`src/ssr_pkg.sv`:
```
// Purpose: Constants for the sectioned static shift register
// Assumes: One system clock at 200 MHz, shift clock sampled as a plain input
// Notes: Section lengths and tap position live here
package ssr_pkg;
  localparam int SSR_NUM_SECT = 4; // Independent sections
  localparam int SSR_SHORT_LEN = 4; // Stages in a short section
  localparam int SSR_LONG_LEN = 5; // Stages in a long section
  localparam int SSR_TAP_POS = 4; // Long-section tap after this stage
  localparam int SSR_CLK_PERIOD_PS = 5000; // System clock period in ps
  localparam int SSR_MAX_SHIFT_KHZ = 5000; // Top shifting rate, 5 MHz
  localparam int SSR_MIN_SHIFT_PERIOD_PS = 1000000000 / SSR_MAX_SHIFT_KHZ;
  // Least spacing of falling edges in system cycles, rounded up
  localparam int SSR_MIN_SHIFT_CYC =
    (SSR_MIN_SHIFT_PERIOD_PS + SSR_CLK_PERIOD_PS - 1) / SSR_CLK_PERIOD_PS;
endpackage : ssr_pkg

```
`src/ssr_shift_register.sv`:
```
// Purpose: Four-section static serial shift register, 18 stages in total
// Assumes: shift_clock and data inputs are synchronous to clk_sys
// Notes: Stages move on a falling shift_clock, seen as a one-cycle enable
`timescale 1ns/1ps
module ssr_shift_register
  import ssr_pkg::*;
(
  input wire logic clk_sys,
  input wire logic rstn,
  input wire logic shift_clock,
  input wire logic [ssr_pkg::SSR_NUM_SECT-1:0] ser_in,
  output logic [ssr_pkg::SSR_NUM_SECT-1:0] ser_out,
  output logic [1:0] tap_out,
  output logic rate_err
);
  import ssr_pkg::*;

  logic clk_q;
  logic shift_en;
  wire [SSR_NUM_SECT-1:0][SSR_LONG_LEN-1:0] stage_q;
  wire [SSR_NUM_SECT-1:0] last_w;
  logic [7:0] gap_q;
  logic [2:0] fill_q;
  logic full_w;

  // Edge detector; only the clock history is reset, data is not
  // Cleared low so a clock already low at release cannot look like a fall
  always_ff @(posedge clk_sys) begin
    if (!rstn) begin
      clk_q <= 1'b0;
    end else begin
      clk_q <= shift_clock;
    end
  end

  // One shared enable for every stage, high-to-low only
  assign shift_en = clk_q & ~shift_clock;

  // Falls seen since reset, saturating; data checks wait until all stages are known
  always_ff @(posedge clk_sys) begin
    if (!rstn) begin
      fill_q <= 3'h0;
    end else if (shift_en && !full_w) begin
      fill_q <= fill_q + 3'h1;
    end
  end

  assign full_w = (fill_q == 3'(SSR_LONG_LEN));

  // Per-section stages; no cross-section path
  generate
    for (genvar s = 0; s < SSR_NUM_SECT; s++) begin : g_sect
      localparam int LEN = (s < 2) ? SSR_SHORT_LEN : SSR_LONG_LEN;
      logic [LEN-1:0] sect_q;
      // Static hold when no edge; stages never reset
      always_ff @(posedge clk_sys) begin
        if (shift_en) begin
          sect_q <= {sect_q[LEN-2:0], ser_in[s]};
        end
      end
      if (LEN < SSR_LONG_LEN) begin : g_pad
        // Unused upper stages of short sections read as zero
        assign stage_q[s] = {{(SSR_LONG_LEN-LEN){1'b0}}, sect_q};
      end else begin : g_full
        assign stage_q[s] = sect_q;
      end
      assign last_w[s] = sect_q[LEN-1];
    end
  endgenerate

  // Last-stage outputs, one per section
  assign ser_out = last_w;

  // Fourth-stage taps of the long sections
  assign tap_out = {stage_q[3][SSR_TAP_POS-1], stage_q[2][SSR_TAP_POS-1]};

  // Edge spacing watch; flags edges closer than the top rate allows
  always_ff @(posedge clk_sys) begin
    if (!rstn) begin
      gap_q <= 8'hff;
      rate_err <= 1'b0;
    end else if (shift_en) begin
      gap_q <= 8'h01;
      rate_err <= rate_err | (gap_q < 8'(SSR_MIN_SHIFT_CYC));
    end else if (gap_q != 8'hff) begin
      gap_q <= gap_q + 8'h01;
    end
  end

  // Assertions; data checks other than a_indep wait for full_w since stages power up unknown
  property p_shift_short;
    @(posedge clk_sys) disable iff (!rstn)
      shift_en && full_w |=> stage_q[0][0] == $past(ser_in[0]) &&
        ser_out[0] == $past(stage_q[0][2]);
  endproperty
  a_shift_short: assert property (p_shift_short) else $error("short section shift wrong");

  property p_shift_long;
    @(posedge clk_sys) disable iff (!rstn)
      shift_en && full_w |=> stage_q[2][0] == $past(ser_in[2]) &&
        stage_q[3][4] == $past(stage_q[3][3]);
  endproperty
  a_shift_long: assert property (p_shift_long) else $error("long section shift wrong");

  property p_hold;
    @(posedge clk_sys) disable iff (!rstn)
      !shift_en && full_w |=> $stable(stage_q[2]) && $stable(stage_q[1]);
  endproperty
  a_hold: assert property (p_hold) else $error("stage changed without falling edge");

  property p_static;
    @(posedge clk_sys) disable iff (!rstn)
      full_w && (shift_clock && clk_q)[*8] |-> $stable(ser_out);
  endproperty
  a_static: assert property (p_static) else $error("contents lost at rest");

  // Clock resting low must not move data either
  property p_rest_low;
    @(posedge clk_sys) disable iff (!rstn)
      full_w && !clk_q && !shift_clock |=> $stable(stage_q);
  endproperty
  a_rest_low: assert property (p_rest_low) else $error("contents moved at low rest");

  property p_tap;
    @(posedge clk_sys) disable iff (!rstn)
      shift_en && full_w |=> tap_out[1] == $past(stage_q[3][2]);
  endproperty
  a_tap: assert property (p_tap) else $error("tap not fourth stage");

  property p_tap_low;
    @(posedge clk_sys) disable iff (!rstn)
      shift_en && full_w |=> tap_out[0] == $past(stage_q[2][2]);
  endproperty
  a_tap_low: assert property (p_tap_low) else $error("low tap not fourth stage");

  property p_long_len;
    @(posedge clk_sys) disable iff (!rstn)
      shift_en && full_w |=> ser_out[2] == $past(stage_q[2][3]);
  endproperty
  a_long_len: assert property (p_long_len) else $error("long section length wrong");

  property p_short_len;
    @(posedge clk_sys) disable iff (!rstn)
      shift_en && full_w |=> ser_out[1] == $past(stage_q[1][2]);
  endproperty
  a_short_len: assert property (p_short_len) else $error("short section length wrong");

  property p_edge_only;
    @(posedge clk_sys) disable iff (!rstn)
      shift_en |-> $past(shift_clock) && !shift_clock;
  endproperty
  a_edge_only: assert property (p_edge_only) else $error("shift not on falling edge");

  property p_indep;
    @(posedge clk_sys) disable iff (!rstn)
      shift_en |=> stage_q[1][0] == $past(ser_in[1]) && stage_q[3][0] == $past(ser_in[3]);
  endproperty
  a_indep: assert property (p_indep) else $error("section input coupled");

  // Rate watch: a close fall sets the flag one cycle later
  property p_rate;
    @(posedge clk_sys) disable iff (!rstn)
      shift_en && (gap_q < 8'(SSR_MIN_SHIFT_CYC)) |=> rate_err;
  endproperty
  a_rate: assert property (p_rate) else $error("fast edge not flagged");

  property p_rate_quiet;
    @(posedge clk_sys) disable iff (!rstn)
      !rate_err && !(shift_en && (gap_q < 8'(SSR_MIN_SHIFT_CYC))) |=> !rate_err;
  endproperty
  a_rate_quiet: assert property (p_rate_quiet) else $error("flag set without fast edge");

  property p_sticky;
    @(posedge clk_sys) disable iff (!rstn)
      rate_err |=> rate_err;
  endproperty
  a_sticky: assert property (p_sticky) else $error("rate flag dropped");

  // Reset clears the flag, clk_q and fill_q and sets gap_q to all ones; stored data survives it
  property p_reset_flag;
    @(posedge clk_sys)
      !rstn |=> !rate_err;
  endproperty
  a_reset_flag: assert property (p_reset_flag) else $error("reset left rate flag");

  property p_keep_on_reset;
    @(posedge clk_sys)
      !rstn && full_w && !shift_en |=> $stable(stage_q);
  endproperty
  a_keep_on_reset: assert property (p_keep_on_reset) else $error("reset touched data");

  // Main scenarios
  c_shift: cover property (@(posedge clk_sys) disable iff (!rstn) shift_en);
  c_two: cover property (@(posedge clk_sys) disable iff (!rstn) shift_en ##[1:60] shift_en);
  c_err: cover property (@(posedge clk_sys) disable iff (!rstn) $rose(rate_err));
  c_full: cover property (@(posedge clk_sys) disable iff (!rstn) $rose(full_w));
  c_rest: cover property (@(posedge clk_sys) disable iff (!rstn) (!shift_en)[*8]);
endmodule : ssr_shift_register

```
`config.mk`:
```
export PLATFORM = sky130hd
export DESIGN_NAME = ssr_shift_register
export DESIGN_NICKNAME = d
export VERILOG_FILES = /design/src/ssr_pkg.sv /design/src/ssr_shift_register.sv
export SDC_FILE = /design/constraint.sdc
export NUM_CORES = 1
export LEC_CHECK = 0
export CAP_MARGIN = 20
export CORE_AREA = 3 3 53 55
export DETAILED_ROUTE_END_ITERATION = 12
export DIE_AREA = 0 0 56 58
export DONT_BUFFER_PORTS = 1
export GPL_TIMING_DRIVEN = 0
export PLACE_DENSITY_LB_ADDON = 0.25
export SYNTH_ARGS = -nofsm -noshare
export SYNTH_HDL_FRONTEND = slang
export SYNTH_SLANG_ARGS = --single-unit
```
`constraint.sdc`:
```
create_clock -name clk_sys -period 1.8 [get_ports clk_sys]
set_clock_uncertainty 0.05 [all_clocks]
set_input_delay 0.18 -clock clk_sys [delete_from_list [all_inputs] [get_ports clk_sys]]
set_output_delay 0.18 -clock clk_sys [all_outputs]
set_load 0.02 [all_outputs]
```
==> flow_metrics.py, run 1 <==
metrics = {
    "logic_synthesis": {
        "synth_seq_cells": 28,
        "netlist.area_leader.share": 0.5082,
        "yosys-top-cells-area": "edfxtp_1 51%, dfxtp_1 19%, buf_4 4.2%",
        "ys_warn_count": 0,
        "seq_area_frac_synth": 0.6965,
        "synth_area_leader_cell": "edfxtp_1",
        "synth_cell_types": 30,
        "async_flop_share": 0,
        "syn_nets": 87,
        "synth_area_sq_um": 1064,
        "synth_edf_count": 18,
        "syn_area_per_cell_sq_um": 13.46,
        "synth_cells": 79,
        "synthFlopType": "edfxtp_1",
    },
    "timing": {
        "fin_crit_sh": 0.8561,
        "rsz0062_at_grt": "false",
        "max_slew_margin": 0.7033,
        "fin_setup_tns_ps": 0,
        "hold_violations": 0,
        "timing.final.setup_violations": 0,
        "tightest_slew_ps": 444.4,
        "report.final.slew_viol_count": 0,
        "finalCriticalPeriod_ps": 1541,
        "fmax_ghz": 0.6490,
        "hold_slack_ps": 222.9,
    },
    "detailed_routing": {
        "ant_nets": 0,
        "routed_wl_um": 1664,
        "firstDrtPassIters": 4,
        "drcViolationCount": 0,
        "route.vias.total": 664,
        "drt_iter0_drc": 13,
        "vias_per_cell": 5.580,
        "wl_per_cell_um": 13.98,
    },
    "pwr": {
        "pwr-share-comb": 0.247,
        "pwr-share-clk": 0.239,
        "power.switching_w": 0.0005106,
        "internal_power_w": 0.001179,
        "irDropWorstVdd_uv": 582.1,
        "p_leak_nw": 0.4394,
        "p_per_area_nw_per_um2": 1393,
        "sw_frac_of_total": 0.3021,
        "pwr-share-seq": 0.514,
    },
    "clock_network": {
        "insertion_delay_ps": 320,
        "clk_pin_slew_ps": 150,
        "cts_tree": "yes",
        "cts_max_level": 1,
        "cts_sinks": 28,
        "clockRootBuffer": "clkbuf_4",
        "clockBufferDepth": 2,
        "postCtsSetupBuffers": 0,
        "cts_buffers": 3,
    },
    "setup_path": {
        "cp.arrival_ps": 1760,
        "ff2ff_path_depth": 5,
        "cpPeakStageDelay_ps": 540,
        "slowest_stage": "or4_1",
        "start_kind": "flop",
        "critPathRequiredTime_ps": 2020,
        "path_cells": "nand2b_1, buf_2, inv_2, or4_1, nand3_1",
        "worstSetupEndpointType": "flop",
        "crit_type": "reg2reg",
        "crit_fanout": 23,
    },
    "place": {
        "dpl.hpwl_um": 1096,
        "gp_congestion": 0.8234,
        "io_buffer_count": 0,
        "dp.cells": 109,
    },
    "layout": {
        "final_nets": 98,
        "stdcell_count": 119,
        "drive_gt1_frac": 0.1461,
        "post-route-util": 0.4990,
        "regArea_sq_um": 740.7,
        "multi_input_area_sq_um": 254.0,
        "fillCellCount": 219,
        "final_common_cell": "edfxtp_1",
        "area_growth_syn_to_layout_pct": 14.12,
        "layout_common_cells": "18 x edfxtp_1, 10 x dfxtp_1, 6 x buf_4, 6 x dlygate4sd3_1, 5 x nand3_1",
        "insertedDiodeCount": 0,
    },
    "floorplan": {
        "die_area_sq_um": 3248,
        "start_util": 0.4372,
        "die_w_um": 56,
        "fp-row-count": 18,
        "die_y_um": 58,
        "io_pins": 14,
        "core_area_sq_um": 2432,
    },
    "grt": {
        "grt_max_degree": 24,
        "grt_pass1_vias": 606,
        "grt.total_usage": 0.1097,
        "grt_pass1_wl_um": 2773,
        "antenna_found_initial": 0,
        "grt_overflow": 0,
    },
    "outcome": {
        "status": "finished clean",
    },
    "worst_hold_path": {
        "holdPathStages": 3,
        "hold_path.class": "in2reg",
    },
    "job": {
        "max_cap_violations": 0,
    },
}
power by group through the flow:
stage                     Combinational (W)  Clock, W  Sequential [W]
final                              0.000417  0.000405        0.000869
after global routing               0.000462  0.000441        0.000889
after CTS                          0.000420  0.000417        0.000867
after detailed placement           0.000405         0        0.000879
after global placement             0.000390         0        0.000876
after floorplan                    0.000337         0        0.000853
worst max-delay path: cells and delay by family (launching register included):
family | cells | cell delay [ps]
buffers and inverters | 2 | 420
and+or+nand+nor | 3 | 680
DFF | 1 | 330
timing repair:
| action | 4_1_cts | 5_1_grt |
|---|---|---|
| hold buffers | 6 | 0 |
| endpoints found under the hold margin | 12 | 0 |
| setup endpoints to repair | 0 | 0 |
| resized for setup | 0 | 0 |
synthesized netlist by cell type (all sizes together), types with 3 or more instances:
master / n
nand3: 5
edfxtp: 18
buf: 8
nand2: 3
a31oi: 3
nor2: 3
dfxtp: 10
nand4: 4
o21ai: 4
routing by layer:
layer,share of wire,vias up,wire [um],track usage
li1,-,323,-,-
met1,0.45,318,750,0.1400
met2,0.49,21,817,0.1803
met3,0.049,2,82,0.02895
met4,0.0078,0,13,0.04068
met5,0,-,0,0
logic make-up (layout without fill, tap and decap cells):
group           count (synthesis)  after routing  synth area share
flops                          28             28            0.6965
fa+ha+maj                       1              1           0.01176
buf+inv                        10             20           0.06469
simple gates                   22             22            0.1118
compound gates                 18             18            0.1153
sequential cells by signal, indices dropped and copies added (netlist names):
register and flops:
g_sect.sect_q 18, gap_q 8, clk_q 1, rate_err 1
layout make-up:
type,count,area share
clock buffers,3,0.01856
multi-input cells,41,0.2093
repair buffers,6,0.04948
inverters,2,0.006186
flip-flops and latches,28,0.6103
clock inverters,1,0.02474
well taps,30,0.03093
plain buffers,8,0.05052
per-stage QoR:
| step | total power (W) | instance area, sq um | setup WS (ps) |
|---|---|---|---|
| final | 0.001690 | 1214 | 259.1 |
| after global placement | 0.001266 | 1101 | 304.9 |
| after floorplan | 0.001190 | 1064 | 394.8 |
| after global routing | 0.001792 | 1214 | 149.4 |
| after detailed placement | 0.001285 | 1101 | 285.1 |
| after CTS | 0.001704 | 1214 | 240.6 |
path summary, 6_finish.rpt:
check                                                     end  slack (ps)                           from
worst max-delay path                    gap_q[7]$_SDFFE_PN1P_         260               clk_q$_SDFF_PN0_
worst min-delay path                    gap_q[0]$_SDFFE_PP1N_         220                    shift_clock
worst max register to register          gap_q[7]$_SDFFE_PN1P_         260               clk_q$_SDFF_PN0_
worst min register to register  g_sect[1].sect_q[1]$_DFFE_PP_         390  g_sect[1].sect_q[0]$_DFFE_PP_
Note: power is estimated with default switching activity, not from simulation.
==> inputs of run 2 (changes only) <==
Settings changed: CORE_AREA 3 3 53 55 to 3 3 56 58, DIE_AREA 0 0 56 58 to 0 0 59 61, MAX_ROUTING_LAYER set to met4.
==> run 2 against run 1 <==
  * Global-route usage down 0.24 points
  * Utilization is 5.1 points lower
  * Critical path depth stayed put
  * Non-clock buffer count is the same
  * Sequential share of layout area shrank 0.063 points
  * Wire length shrank 0.42%
  * Via count is 0.75% lower
  * Sequential cell count unchanged
  * Clock power up 1%
  * Register-to-register slack is essentially flat
  * Cell area rose by 0.10%
  * Sequential power hardly changed
==> flow_metrics.py, run 2 (synthesis gave the netlist of run 1 again) <==
metrics = {
    "grt": {
        "grt_max_degree": 24,
        "grt.total_usage": 0.1073,
        "antenna_found_initial": 0,
        "grt_overflow": 0,
        "grt_pass1_vias": 556,
        "grt_pass1_wl_um": 2746,
    },
    "floorplan": {
        "core_area_sq_um": 2710,
        "die_area_sq_um": 3599,
        "start_util": 0.3924,
        "fp-row-count": 19,
        "io_pins": 14,
        "die_w_um": 59,
        "die_y_um": 61,
    },
    "timing": {
        "rsz0062_at_grt": "false",
        "fin_setup_tns_ps": 0,
        "setup_ws_ps": 263.7,
        "fin_crit_sh": 0.8535,
        "hold_violations": 0,
        "max_slew_margin": 0.7067,
        "finalCriticalPeriod_ps": 1536,
        "report.final.slew_viol_count": 0,
        "timing.final.setup_violations": 0,
        "fmax_ghz": 0.6509,
        "tightest_slew_ps": 439.3,
    },
    "place": {
        "dp.cells": 110,
        "pre_cts_slack_ps": 289.1,
        "dpl.hpwl_um": 1049,
        "gp_congestion": 0.8390,
        "io_buffer_count": 0,
    },
    "clock_network": {
        "clk_pin_slew_ps": 160,
        "clockBufferDepth": 2,
        "cts_max_level": 1,
        "clockRootBuffer": "clkbuf_4",
        "cts_buffers": 3,
        "cts_tree": "yes",
        "insertion_delay_ps": 330,
        "cts_sinks": 28,
    },
    "detailed_routing": {
        "vias_per_cell": 5.492,
        "routed_wl_um": 1657,
        "firstDrtPassIters": 4,
        "drt_iter0_drc": 8,
        "route.vias.total": 659,
        "wl_per_cell_um": 13.81,
        "drcViolationCount": 0,
        "ant_nets": 0,
    },
    "setup_path": {
        "ff2ff_path_depth": 5,
        "start_kind": "flop",
        "cp.arrival_ps": 1780,
        "crit_path_end": "gap_q[7]$_SDFFE_PN1P_",
        "worstReg2RegStart": "clk_q$_SDFF_PN0_",
        "startpoint": "clk_q$_SDFF_PN0_",
        "rrSetupSlack_ps": 260,
        "crit_fanout": 23,
        "worstSetupEndpointType": "flop",
        "crit_type": "reg2reg",
        "critPathRequiredTime_ps": 2040,
        "timing.rr.end": "gap_q[7]$_SDFFE_PN1P_",
    },
    "pwr": {
        "p_total_w": 0.001699,
        "p_per_area_nw_per_um2": 1398,
        "irDropWorstVdd_uv": 718.2,
        "p_leak_nw": 0.4394,
    },
    "layout": {
        "area_growth_syn_to_layout_pct": 14.24,
        "layout_common_cells": "18 x edfxtp_1, 10 x dfxtp_1, 6 x buf_4, 6 x dlygate4sd3_1, 5 x nand3_1",
        "regArea_sq_um": 740.7,
        "final_common_cell": "edfxtp_1",
        "stdcell_count": 120,
        "largest_register_ffs": 18,
        "multi_input_area_sq_um": 254.0,
        "post-route-util": 0.4483,
        "reg_top3": "g_sect.sect_q: 18 flops, gap_q: 8 flops",
        "drive_gt1_frac": 0.1461,
        "final_nets": 98,
        "largest-register": "g_sect.sect_q",
        "insertedDiodeCount": 0,
        "fillCellCount": 259,
    },
    "job": {
        "max_cap_violations": 0,
    },
    "worst_hold_path": {
        "hold_path.class": "in2reg",
    },
    "outcome": {
        "status": "finished clean",
    },
}
==> run 2: cell counts in the layout (fill, tap and decap cells not counted) <==
No cell type changed its count.
==> run 2: timing repair <==
item                                   4_1_cts  5_1_grt
hold buffers                                 6        0
buffers inserted                             0        0
gates resized for setup                      0        0
endpoints found under the hold margin       14        0
==> run 2: worst min path at each step <==
stage / start / end / slack, ps / cells after the start
floorplan: rstn / gap_q[4]$_SDFFE_PN1P_ / 200 / 1
global placement: rstn / gap_q[7]$_SDFFE_PN1P_ / 210 / 1
detailed placement: rstn / gap_q[7]$_SDFFE_PN1P_ / 210 / 1
CTS: shift_clock / gap_q[0]$_SDFFE_PP1N_ / 200 / 3
global route: shift_clock / gap_q[0]$_SDFFE_PP1N_ / 210 / 3
finish: shift_clock / gap_q[0]$_SDFFE_PP1N_ / 200 / 3
==> run 2: where the power goes <==
part,switching (W),internal [W],total [W]
combinational,0.000229,0.000192,0.000422
sequential,0.000104,0.000762,0.000866
clock,0.000185,0.000225,0.000411
total,0.000519,0.00118,0.00170
==> run 2: layer usage <==
metal | up-vias | GRT usage | part of all wire
li1 | 320 | - | -
met1 | 317 | 0.1522 | 0.49
met2 | 20 | 0.1388 | 0.46
met3 | 2 | 0.02553 | 0.045
met4 | 0 | 0.05825 | 0.0097
met5 | - | - | 0
==> run 2: layout make-up <==
cell class | count | area share
buffer | 8 | 0.05046
clock buffer | 3 | 0.01854
clock inverter | 1 | 0.02472
inverter | 2 | 0.006179
multi-input combinational | 41 | 0.2091
sequential | 28 | 0.6097
tap | 31 | 0.03193
timing repair buffer | 6 | 0.04943
==> run 2: per-stage QoR <==
step | hold slack [ps] | cell area (sq um)
3_5_place_dp | 206.2 | 1102
3_3_place_gp | 207.0 | 1102
6_report | 204.0 | 1215
4_1_cts | 204.9 | 1215
2_1_floorplan | 201.1 | 1064
5_1_grt | 211.3 | 1215
==> run 2: critical path: stages, from the launching register on <==
cell and delay, ps:
dfxtp_1 330, nand2b_1 50, buf_2 200, inv_2 220, or4_1 540, nand3_1 90
